## src/pbes_defs.vh

```
// register map, field layout and reset values of the port b edge select block
`ifndef PBES_DEFS_VH
`define PBES_DEFS_VH
// ----------------------------------------
// register byte offsets
// ----------------------------------------
`define PBES_OFF_EDGE_POL 4'h0
`define PBES_OFF_PIN_EN 4'h4
`define PBES_OFF_PULL_EN 4'h8
`define PBES_OFF_STATUS 4'hC
`define PBES_OFF_MASK 5'h10
`define PBES_OFF_PIN_STATE 5'h14
// ----------------------------------------
// field layout and reset values
// ----------------------------------------
`define PBES_NPIN 4
`define PBES_FIELD_MSB 3
`define PBES_RST_EDGE_POL 4'h0
`define PBES_RST_PIN_EN 4'h0
`define PBES_RST_PULL_EN 4'h0
`define PBES_RST_STATUS 4'h0
`define PBES_RST_MASK 4'h0
// ----------------------------------------
// axi response codes
// ----------------------------------------
`define PBES_RESP_OKAY 2'h0
`define PBES_RESP_SLVERR 2'h2
`endif

```

## src/pbes_pin_det.v

```verilog
// per-pin polarity, pull selection and detection of the edge into the active level
`timescale 1ns/100ps
`include "pbes_defs.vh"
module pbes_pin_det (
  input wire i_clk,
  input wire i_nrst,
  input wire [3:0] i_pin,
  input wire [3:0] i_pol,
  input wire [3:0] i_en,
  input wire [3:0] i_pull_en,
  output wire [3:0] o_event,
  output wire [3:0] o_pull_up,
  output wire [3:0] o_pull_dn
);
  reg [3:0] prev_q;
  wire [3:0] act;
  genvar g;
  always @(posedge i_clk or negedge i_nrst) begin
    if (!i_nrst) begin
      prev_q <= 4'h0;
    end else begin
      prev_q <= act;
    end
  end
  generate
    for (g = 0; g < `PBES_NPIN; g = g + 1) begin : g_pin
      // one bit picks both polarity and pull kind
      // pol 0: low active, pol 1: high active
      assign act[g] = i_pol[g] ? i_pin[g] : ~i_pin[g];
      // edge into the active level; a polarity change into it also counts
      assign o_event[g] = i_en[g] & act[g] & ~prev_q[g];
      // pull only while pulling is enabled
      assign o_pull_up[g] = i_pull_en[g] & ~i_pol[g];
      assign o_pull_dn[g] = i_pull_en[g] & i_pol[g];
    end
  endgenerate
endmodule // pbes_pin_det

```

## src/pbes_top.v

```verilog
// port b interrupt edge/polarity select with axi4-lite registers
// Overview of operation
// - one bit sets polarity and pull kind
// - bit 0: pull-up, falling/low detect
// - bit 1: pull-down, rising/high detect
// - pull applied only when pulling enabled
// - per-pin enable gates interrupt participation
//
// The address map and the AXI4-Lite interface to the registers are this design's own decisions.
`timescale 1ns/100ps
`include "pbes_defs.vh"
module pbes_top (
  input wire I_CORE_CLK,
  input wire I_NRST,
  input wire [3:0] I_PIN,
  input wire I_AWVALID,
  output reg O_AWREADY,
  input wire [31:0] I_AWADDR,
  input wire I_WVALID,
  output reg O_WREADY,
  input wire [31:0] I_WDATA,
  input wire [3:0] I_WSTRB,
  output reg O_BVALID,
  input wire I_BREADY,
  output reg [1:0] O_BRESP,
  input wire I_ARVALID,
  output reg O_ARREADY,
  input wire [31:0] I_ARADDR,
  output reg O_RVALID,
  input wire I_RREADY,
  output reg [31:0] O_RDATA,
  output reg [1:0] O_RRESP,
  output reg [3:0] O_PULL_UP,
  output reg [3:0] O_PULL_DN,
  output reg O_IRQ
);
  // ----------------------------------------
  // registers
  // ----------------------------------------
  // control words hold four bits each; bits above read as zero
  reg [3:0] pol_q;
  reg [3:0] pin_en_q;
  reg [3:0] pull_en_q;
  reg [3:0] status_q;
  reg [3:0] mask_q;
  reg aw_got_q;
  reg w_got_q;
  reg [31:0] awaddr_q;
  reg [31:0] wdata_q;
  reg wstrb0_q;
  wire [3:0] evt;
  wire [3:0] pu;
  wire [3:0] pd;
  wire do_wr;
  wire [3:0] clr;
  reg [31:0] rdata_d;
  reg rhit_d;
  reg whit;
  wire [3:0] status_d;
  wire irq_d;
  wire wr_ok;
  genvar g;

  // ----------------------------------------
  // pin detection
  // ----------------------------------------
  // edge into the active level only: a level still held after a clear
  // sets nothing more, so software sees one event per edge
  pbes_pin_det pbes_pin_det_inst (
    .i_clk(I_CORE_CLK),
    .i_nrst(I_NRST),
    .i_pin(I_PIN),
    .i_pol(pol_q),
    .i_en(pin_en_q),
    .i_pull_en(pull_en_q),
    .o_event(evt),
    .o_pull_up(pu),
    .o_pull_dn(pd)
  );

  // ----------------------------------------
  // write channel: address and data in either order
  // ----------------------------------------
  // unmapped words answer slverr and change nothing; the pin state word
  // answers okay but is read only
  assign do_wr = aw_got_q & w_got_q & ~O_BVALID;

  always @* begin
    case (awaddr_q[4:0])
      {1'b0, `PBES_OFF_EDGE_POL}: whit = 1'b1;
      {1'b0, `PBES_OFF_PIN_EN}: whit = 1'b1;
      {1'b0, `PBES_OFF_PULL_EN}: whit = 1'b1;
      {1'b0, `PBES_OFF_STATUS}: whit = 1'b1;
      `PBES_OFF_MASK: whit = 1'b1;
      `PBES_OFF_PIN_STATE: whit = 1'b1;
      default: whit = 1'b0;
    endcase
    if (awaddr_q[31:5] != 27'h0) begin
      whit = 1'b0;
    end
  end

  // a write lands only with the low byte lane, the one that holds bits 3:0
  assign wr_ok = do_wr & wstrb0_q & (awaddr_q[31:5] == 27'h0);
  assign clr = (wr_ok && awaddr_q[4:0] == {1'b0, `PBES_OFF_STATUS}) ? wdata_q[3:0] : 4'h0;

  always @(posedge I_CORE_CLK or negedge I_NRST) begin
    if (!I_NRST) begin
      O_AWREADY <= 1'b1;
      O_WREADY <= 1'b1;
      O_BVALID <= 1'b0;
      O_BRESP <= `PBES_RESP_OKAY;
      aw_got_q <= 1'b0;
      w_got_q <= 1'b0;
      awaddr_q <= 32'h0;
      wdata_q <= 32'h0;
      wstrb0_q <= 1'b0;
      pol_q <= `PBES_RST_EDGE_POL;
      pin_en_q <= `PBES_RST_PIN_EN;
      pull_en_q <= `PBES_RST_PULL_EN;
      mask_q <= `PBES_RST_MASK;
    end else begin
      if (I_AWVALID && O_AWREADY) begin
        awaddr_q <= I_AWADDR;
        aw_got_q <= 1'b1;
        O_AWREADY <= 1'b0;
      end
      if (I_WVALID && O_WREADY) begin
        wdata_q <= I_WDATA;
        wstrb0_q <= I_WSTRB[0];
        w_got_q <= 1'b1;
        O_WREADY <= 1'b0;
      end
      if (do_wr) begin
        O_BVALID <= 1'b1;
        O_BRESP <= whit ? `PBES_RESP_OKAY : `PBES_RESP_SLVERR;
        // only the low byte lane carries implemented bits
        if (wr_ok) begin
          case (awaddr_q[4:0])
            {1'b0, `PBES_OFF_EDGE_POL}: pol_q <= wdata_q[3:0];
            {1'b0, `PBES_OFF_PIN_EN}: pin_en_q <= wdata_q[3:0];
            {1'b0, `PBES_OFF_PULL_EN}: pull_en_q <= wdata_q[3:0];
            `PBES_OFF_MASK: mask_q <= wdata_q[3:0];
            default: ;
          endcase
        end
      end
      if (O_BVALID && I_BREADY) begin
        O_BVALID <= 1'b0;
        aw_got_q <= 1'b0;
        w_got_q <= 1'b0;
        O_AWREADY <= 1'b1;
        O_WREADY <= 1'b1;
      end
    end
  end

  // ----------------------------------------
  // read channel
  // ----------------------------------------
  // pin state reads the raw pins, ahead of any polarity
  always @* begin
    rdata_d = 32'h0;
    rhit_d = (I_ARADDR[31:5] == 27'h0);
    case (I_ARADDR[4:0])
      {1'b0, `PBES_OFF_EDGE_POL}: rdata_d = {28'h0, pol_q};
      {1'b0, `PBES_OFF_PIN_EN}: rdata_d = {28'h0, pin_en_q};
      {1'b0, `PBES_OFF_PULL_EN}: rdata_d = {28'h0, pull_en_q};
      {1'b0, `PBES_OFF_STATUS}: rdata_d = {28'h0, status_q};
      `PBES_OFF_MASK: rdata_d = {28'h0, mask_q};
      `PBES_OFF_PIN_STATE: rdata_d = {28'h0, I_PIN};
      default: rhit_d = 1'b0;
    endcase
    if (!rhit_d) begin
      rdata_d = 32'h0;
    end
  end

  // data is captured as the address is taken, so it stands until rready
  always @(posedge I_CORE_CLK or negedge I_NRST) begin
    if (!I_NRST) begin
      O_ARREADY <= 1'b1;
      O_RVALID <= 1'b0;
      O_RDATA <= 32'h0;
      O_RRESP <= `PBES_RESP_OKAY;
    end else begin
      if (I_ARVALID && O_ARREADY) begin
        O_ARREADY <= 1'b0;
        O_RVALID <= 1'b1;
        O_RDATA <= rdata_d;
        O_RRESP <= rhit_d ? `PBES_RESP_OKAY : `PBES_RESP_SLVERR;
      end else if (O_RVALID && I_RREADY) begin
        O_RVALID <= 1'b0;
        O_ARREADY <= 1'b1;
      end
    end
  end

  // ----------------------------------------
  // status, interrupt and pull outputs
  // ----------------------------------------
  // one sticky cell per pin; set wins over a same-cycle write-one clear
  generate
    for (g = 0; g < `PBES_NPIN; g = g + 1) begin : g_sts
      assign status_d[g] = evt[g] | (status_q[g] & ~clr[g]);
    end
  endgenerate
  // irq follows the next status, so it rises on the same edge as the bit
  assign irq_d = |(status_d & mask_q);

  always @(posedge I_CORE_CLK or negedge I_NRST) begin
    if (!I_NRST) begin
      status_q <= `PBES_RST_STATUS;
      O_IRQ <= 1'b0;
      O_PULL_UP <= 4'h0;
      O_PULL_DN <= 4'h0;
    end else begin
      status_q <= status_d;
      O_IRQ <= irq_d;
      O_PULL_UP <= pu;
      O_PULL_DN <= pd;
    end
  end
endmodule // pbes_top

```

## config.mk

```make
export PLATFORM = sky130hd
export DESIGN_NAME = pbes_top
export DESIGN_NICKNAME = d
export VERILOG_FILES = /design/src/pbes_pin_det.v /design/src/pbes_top.v
export VERILOG_INCLUDE_DIRS = /design/src
export SDC_FILE = /design/constraint.sdc
export NUM_CORES = 1
export LEC_CHECK = 0
export BUFFER_PORTS_ARGS = -buffer_cell sky130_fd_sc_hd__buf_2
export CORE_UTILIZATION = 25
export DETAILED_ROUTE_END_ITERATION = 7
export PLACE_DENSITY_LB_ADDON = 0.1
export RECOVER_POWER = 50
export SYNTH_ARGS = -nofsm -noshare
export SYNTH_HDL_FRONTEND = slang
export SYNTH_SLANG_ARGS = --single-unit
```

## constraint.sdc

```tcl
create_clock -name I_CORE_CLK -period 2.3 [get_ports I_CORE_CLK]
set_clock_uncertainty 0.1 [all_clocks]
set_input_delay 0.345 -clock I_CORE_CLK [delete_from_list [all_inputs] [get_ports I_CORE_CLK]]
set_output_delay 0.345 -clock I_CORE_CLK [all_outputs]
set_load 0.005 [all_outputs]
```

==> summary.txt, run 1 <==
Placed design
  • Dpl hpwl: 6000 µm
  • Placed cell areas: ~4400 µm²
  • Routability congestion estimate: ~0.68
  • PortBufs: between 90 and 100

Routing
  • Avg WL per Cell: ~14 µm
  • Total vias in the final route: 2560
  • DRC viols: 0
  • First-pass iteration count of the detailed router: 4
  • Routed WL: 8210 µm
  • ANT nets after route: 0
  • DR iter-0 viols: 81
  • Via density: 4.30

Global route
  • Largest net degree at the start of global routing: 45
  • GRT met2 Usage: 0.178
  • First-pass GRT wire length: 13600 µm
  • Global route total overflow: 0
  • GRT met3 Usage: 0.0528
  • Initial antenna violation count: 0
  • Met1 Resource Use GR: 0.139
  • Tot GR Track Use: 0.114
  • Vias in the first global route: 2600
  • Grt peak-use layer: met2

Timing
  • Tightest Pin Transition: 0.797 ns
  • Final Max Tran Viols: 0
  • Rel. slew slack: 0.469
  • Final Setup Violations: 0
  • Fmax: 462 MHz
  • Fin crit share: 0.941
  • Hold Vio Cnt, Final: 0
  • Setup TNS: 0 ns
  • Final min period: 2.16 ns

Yosys
  • Sequential-to-total area share from yosys stat: 0.554
  • EDFF count, synth: 0
  • Syn. warnings: 0
  • Synth Flop Type: dfrtp_1
  • Yosys reg bits: 83
  • Mapped cell area: approximately 3800 µm²
  • Synth top area share: 0.533
  • Synth top area cells: dfrtp_1 53%, mux2_2 16%, buf_4 6.0%, nor4_2 2.3%, dfstp_2 2.1%
  • Syn avg cell area: 12.9 µm²
  • Async set or reset register ratio after synthesis: 1.00
  • Synth area leader: dfrtp_1
  • Count of cell types in the netlist: 33
  • Mapped Cells: between 200 and 300

Clocking
  • CTS clk-pin slew, worst paths: around 0.060 ns
  • # H-tree levels: 3
  • CTS root buf: clkbuf_16
  • Clock tree buffer depth: 2
  • Clock latency on the worst-skew pair: 0.34 ns
  • Number of CTS-inserted buffers: 9
  • Clock sink total: 83
  • CTS tree: yes

Worst setup path
  • FF-to-FF End: O_IRQ$_DFF_PN0_
  • Path depth of the worst reg2reg path: 7
  • Worst setup endpoint: O_IRQ$_DFF_PN0_
  • Worst setup startpoint: awaddr_q[9]$_DFFE_PN0P_
  • Worst r2r src: awaddr_q[9]$_DFFE_PN0P_
  • CP Max Fanout: 8
  • FF-to-FF setup slack: 0.14 ns
  • Critical path capture point type: register
  • CP Class: register to register
  • Critical path arrival: 2.27 ns
  • Startpoint types: register
  • Critical Path RT: ~2.4 ns

Pwr
  • P_leak: ~0.0024 µW
  • Worst IR Drop VDD: 465 µV
  • PwrDens: around 940 nW/µm²

Die
  • Die W: 125 µm
  • Die H: 125 µm
  • Core Area: ~15000 µm²
  • Initial Util: 0.257
  • Row cnt: 44
  • I/O Pins: between 150 and 200
  • Full die area: 15500 µm²

Final layout
  • Design area: slightly below 5000 µm²
  • Layout cells sized above 1: 0.465
  • Nets: 517
  • Antenna cells: 0
  • Syn-to-layout area delta: 27.9%
  • Fill cells: 1528

Min path
  • Hold path cells: 2
  • HP Class: primary input to register

Status
  • Status: finished, final reports clean

Flow run
  • Max_cap viols: 0
==> synthesized netlist by cell type, types with 4 or more instances <==
library cell,instances
xnor2_1,4
dfrtp_1,80
a21oi_1,12
nor4_1,8
mux2_2,53
nand2_1,13
and2_1,4
a21o_1,5
nor2_1,6
buf_4,30
inv_1,7
nor4_2,7
a22o_1,4
mux2i_1,6
o21ai_0,7
and3b_1,5
nor2b_1,10
==> kinds of logic after synthesis <==
group,Yosys count,share of synthesized area
multiplexers,62,0.193
buffers and inverters,42,0.0720
XOR/XNOR,4,0.00933
other,1,0.000999
AO/OA/AOI/OAI,34,0.0560
AND/OR/NAND/NOR,64,0.115
flip-flops,83,0.554
==> placed cells by master, fill, tap and decap left out, types with 3 or more instances in the layout <==
cell type / n
buf_2: 98
dfrtp_1: 80
mux2_2: 53
conb_1: 30
nand2_1: 12
a21oi_1: 12
nor2b_1: 10
clkbuf_16: 9
o21ai_0: 7
inv_1: 7
nor4_1: 7
buf_4: 7
nor2_1: 6
mux2i_1: 6
nor4_4: 5
and3b_1: 5
a21o_1: 5
xnor2_1: 4
a22o_1: 4
dfstp_1: 3
nor4_2: 3
and2_0: 3
mux4_2: 3
o22ai_1: 3
clkbuf_1: 3
==> layout make-up <==
cell class / instances / area [µm²] / share of cell area
flip-flops and latches: 83 / 2080 / 0.433
multi-input cells: 194 / 1570 / 0.326
repair buffers: 111 / 593 / 0.124
clock buffers: 12 / 256 / 0.0534
well taps: 184 / 230 / 0.0480
clock inverters: 4 / 48.8 / 0.0102
inverters: 7 / 26.3 / 0.00547
==> where the power goes <==
| part | internal, µW | switching (µW) |
|---|---|---|
| logic | 511 | 326 |
| registers | 1860 | 358 |
| clock network | 899 | 572 |
| total | 3270 | 1260 |
==> worst max-delay path, cell delays in order (launching register included) <==
cell,delay [ns]
dfrtp_1,0.39
nor4_2,0.33
nand4_2,0.12
buf_4,0.18
nor3_4,0.20
buf_12,0.14
a21oi_1,0.05
or4_1,0.51
==> how the worst min path moves through the flow <==
stage,start,to,slack [ns]
final,I_WVALID,O_WREADY$_DFFE_PN1P_,0.08
after global routing,I_WVALID,O_WREADY$_DFFE_PN1P_,0.08
after CTS,I_WVALID,O_WREADY$_DFFE_PN1P_,0.06
after detailed placement,I_NRST,O_RRESP[1]$_DFFE_PN0P_,0.19
after global placement,I_NRST,O_RDATA[0]$_DFFE_PN0P_,0.19
after floorplan,I_NRST,O_BRESP[1]$_DFFE_PN0P_,-0.05
==> per-layer routing <==
| metal | part of all wire | vias to the layer above |
|---|---|---|
| met5 | 0 | - |
| met4 | 0.011 | 0 |
| met1 | 0.43 | 1236 |
| met2 | 0.47 | 111 |
| li1 | - | 1208 |
| met3 | 0.089 | 5 |
==> repair_timing <==
item,4_1_cts,5_1_grt
resized for setup,0,7
endpoints found under the hold margin,23,0
setup endpoints to repair,1,13
pin swaps,1,3
hold buffers,1,0
buffers inserted,1,2
==> state kept, by name, summed over array words and instances, names as in the netlist, 4 cells and up <==
register / count
pin_en_q: 4
status_q: 4
mask_q: 4
O_PULL_DN: 4
awaddr_q: 32
O_PULL_UP: 4
pbes_pin_det_inst.prev_q: 4
pull_en_q: 4
O_RDATA: 4
pol_q: 4
wdata_q: 4
==> stage by stage <==
stage / instances / setup slack [ns] / util / hold slack (ns) / power [µW]
2_1_floorplan: 319 / 0.304 / - / -0.0506 / 2730
3_3_place_gp: 575 / 0.00514 / 0.303 / 0.187 / 3010
3_5_place_dp: 575 / -0.0218 / 0.303 / 0.186 / 3040
4_1_cts: 593 / 0.0309 / 0.326 / 0.0579 / 4550
5_1_grt: 595 / -0.0112 / 0.329 / 0.0751 / 4800
6_report: 595 / 0.135 / 0.329 / 0.0785 / 4530
No activity file was read; power rests on OpenSTA's default activity.
==> inputs of run 2 (changes only) <==
--- a/config.mk
+++ b/config.mk
@@ -6,7 +6,7 @@
 export SDC_FILE = /design/constraint.sdc
 export NUM_CORES = 1
 export LEC_CHECK = 0
-export BUFFER_PORTS_ARGS = -buffer_cell sky130_fd_sc_hd__buf_2
+export BUFFER_PORTS_ARGS = -buffer_cell sky130_fd_sc_hd__buf_4
 export CORE_UTILIZATION = 25
 export DETAILED_ROUTE_END_ITERATION = 7
 export PLACE_DENSITY_LB_ADDON = 0.1
==> summary.txt, run 2 (same netlist as run 1, synthesis figures left out) <==
Clocking
  • Number of CTS-inserted buffers: 9 (unchanged)
  • # H-tree levels: 3 (unchanged)
  • Clock latency on the worst-skew pair: 0.34 ns (about the same)
  • CTS root buf: clkbuf_16
  • CTS clk-pin slew, worst paths: 0.06 ns (about the same)
  • Post-cts sizing count: 0 (unchanged)
  • Clock sink total: 83 (unchanged)
  • CTS tree: yes
  • Clock tree buffer depth: 2 (unchanged)

Routing
  • Total vias in the final route: 2533 (-1.1%)
  • Avg WL per Cell: 13.8 µm (+0.22%)
  • Via density: 4.27 (-0.72%)
  • DRC viols: 0 (unchanged)
  • ANT nets after route: 0 (unchanged)
  • DR iter-0 viols: 54 (-33%)
  • First-pass iteration count of the detailed router: 4 (unchanged)
  • Routed WL: 8200 µm (-0.12%)

Die
  • I/O Pins: 161 (unchanged)
  • Row cnt: 44 (unchanged)
  • Initial Util: 0.257 (unchanged)
  • Core Area: 14600 µm² (unchanged)
  • Die H: 125 µm (unchanged)
  • Full die area: 15500 µm² (unchanged)
  • Die W: 125 µm (unchanged)

Pwr
  • PwrDens: 884 nW/µm² (-6.2%)
  • Worst IR Drop VDD: 419 µV (-9.8%)
  • P_leak: 0.00239 µW (+1.2%)

Global route
  • Vias in the first global route: 2637 (+1.4%)
  • First-pass GRT wire length: 13700 µm (+0.86%)
  • Tot GR Track Use: 0.114 (-0.000310)
  • Largest net degree at the start of global routing: 50 (+11%)
  • Global route total overflow: 0 (unchanged)
  • Initial antenna violation count: 0 (unchanged)

Timing
  • RSZ-0062 raised after global routing: true
  • Final Setup Violations: 0 (unchanged)
  • Hold Vio Cnt, Final: 0 (unchanged)
  • Tightest Pin Transition: 0.891 ns (+0.0941 ns)
  • Final Worst Setup Slack: 0.115 ns (-0.0199 ns)
  • Final min period: 2.18 ns (+0.0200 ns)
  • Fin crit share: 0.950 (+0.00867)
  • Rel. slew slack: 0.406 (-0.0627)
  • Fmax: 458 MHz (-0.91%)
  • Final Max Tran Viols: 0 (unchanged)

Final layout
  • Largest register FFs: 32 (unchanged)
  • Area of the multi-input gates: 1510 µm² (-3.4%)
  • Nets: 516 (-0.19%)
  • Antenna cells: 0 (unchanged)
  • Most frequent cells in the layout: 90 x buf_4, 80 x dfrtp_1, 53 x mux2_2, 30 x conb_1, 14 x clkbuf_4
  • Most common cell after layout, fill and taps aside: buf_4
  • Core Util, Final: 0.340 (+0.0107)
  • Fill cells: 1482 (-3.0%)
  • Design area: 4960 µm² (+3.3%)
  • Reg with most FFs: awaddr_q
  • Final non-filler cell total: 593 (-0.34%)
  • Layout cells sized above 1: 0.460 (-0.00506)
  • Register Area: 2080 µm² (unchanged)
  • Syn-to-layout area delta: 32.0%

Worst setup path
  • Crit path top cell by count: nor4_2
  • Critical Path RT: 2.42 ns (about the same)
  • Startpoint types: register
  • Critical path capture point type: register
  • Slowest stage delay, CP: 0.38 ns (-0.13 ns)
  • CP Cell Sequence: nor4_2, nand4_2, nor4_2, nand2_1, mux2_2
  • Buf/Inv on CP: 0 (-2)
  • CP top delay family: simple AND/OR/NAND/NOR gates
  • Critical path arrival: 2.31 ns (+0.04 ns)
  • CP Max Fanout: 4 (-4)
  • CP max-delay cell: dfrtp_1
  • CP Class: register to register

Min path
  • HP Class: primary input to register

Placed design
  • Placed cell areas: 4660 µm² (+5.4%)
  • PortBufs: 99 (unchanged)
  • Routability congestion estimate: 0.688 (+1.2%)
  • Placed Cells: 574 (-0.17%)
  • Post-place setup slack: -0.0454 ns (-0.0236 ns)
  • Dpl hpwl: 5970 µm (-0.47%)

Flow run
  • Max_cap viols: 0 (unchanged)

Status
  • Status: finished, final reports clean
run 2: changes by cell type in the layout (fill, tap and decap cells not counted), sizes merged:
cell,change
buf,-15
bufinv,-1
clkbuf,+15
clkinv,-1
run 2: area by class of cell:
cell class	instances	share of cell area
clock buffers	13	0.0545
clock inverters	2	0.00202
inverters	7	0.00530
multi-input cells	194	0.305
flip-flops and latches	83	0.420
well taps	184	0.0464
repair buffers	110	0.167
run 2: per-stage QoR:
stage / hold slack [ns] / power, µW / TNS (ns)
CTS: 0.0531 / 4480 / 0
floorplan: -0.0506 / 2730 / 0
global route: 0.0724 / 4680 / -0.235
detailed placement: 0.243 / 3090 / -0.0454
finish: 0.0695 / 4380 / 0
global placement: 0.245 / 3060 / -0.00249
run 2: path summary, 6_finish.rpt:
kind,cells after the start,endpoint,from,slack [ns]
min in group asynchronous,2,O_RDATA[3]$_DFFE_PN0P_,I_NRST,0.58
min reg2reg,2,O_RRESP[1]$_DFFE_PN0P_,O_RRESP[1]$_DFFE_PN0P_,0.39
max reg2reg,5,pull_en_q[1]$_DFFE_PN0P_,awaddr_q[21]$_DFFE_PN0P_,0.12
max,5,pull_en_q[1]$_DFFE_PN0P_,awaddr_q[21]$_DFFE_PN0P_,0.12
min,2,O_WREADY$_DFFE_PN1P_,I_WVALID,0.07
max in group asynchronous,3,awaddr_q[12]$_DFFE_PN0P_,I_NRST,0.36
run 2: layer usage:
metal  GRT usage  vias to the layer above  routed length (µm)
met4      0.0553                        0                 159
li1            -                     1210                   -
met5           0                        -                   0
met3      0.0378                       12                 643
met1       0.141                     1205                3620
met2       0.176                      106                3790
run 2: report_power, final:
part	internal (µW)	leakage [µW]	total [µW]	switching [µW]
registers	1860	0.00105	2160	298
clock network	810	0.000141	1360	547
logic	543	0.00120	863	320
total	3220	0.00239	4380	1170
run 2: worst register-to-register path, delay by kind of cell, from the launching register on:
kind / cells / cell delay [ns]
DFF: 1 / 0.38
muxes: 1 / 0.34
and+or+nand+nor: 4 / 1.25
run 2: what timing repair did:
action,in CTS,in global routing
hold buffers,1,0
endpoints found under the hold margin,32,0
pin swaps,1,1
buffers inserted,1,2
setup endpoints to repair,1,13
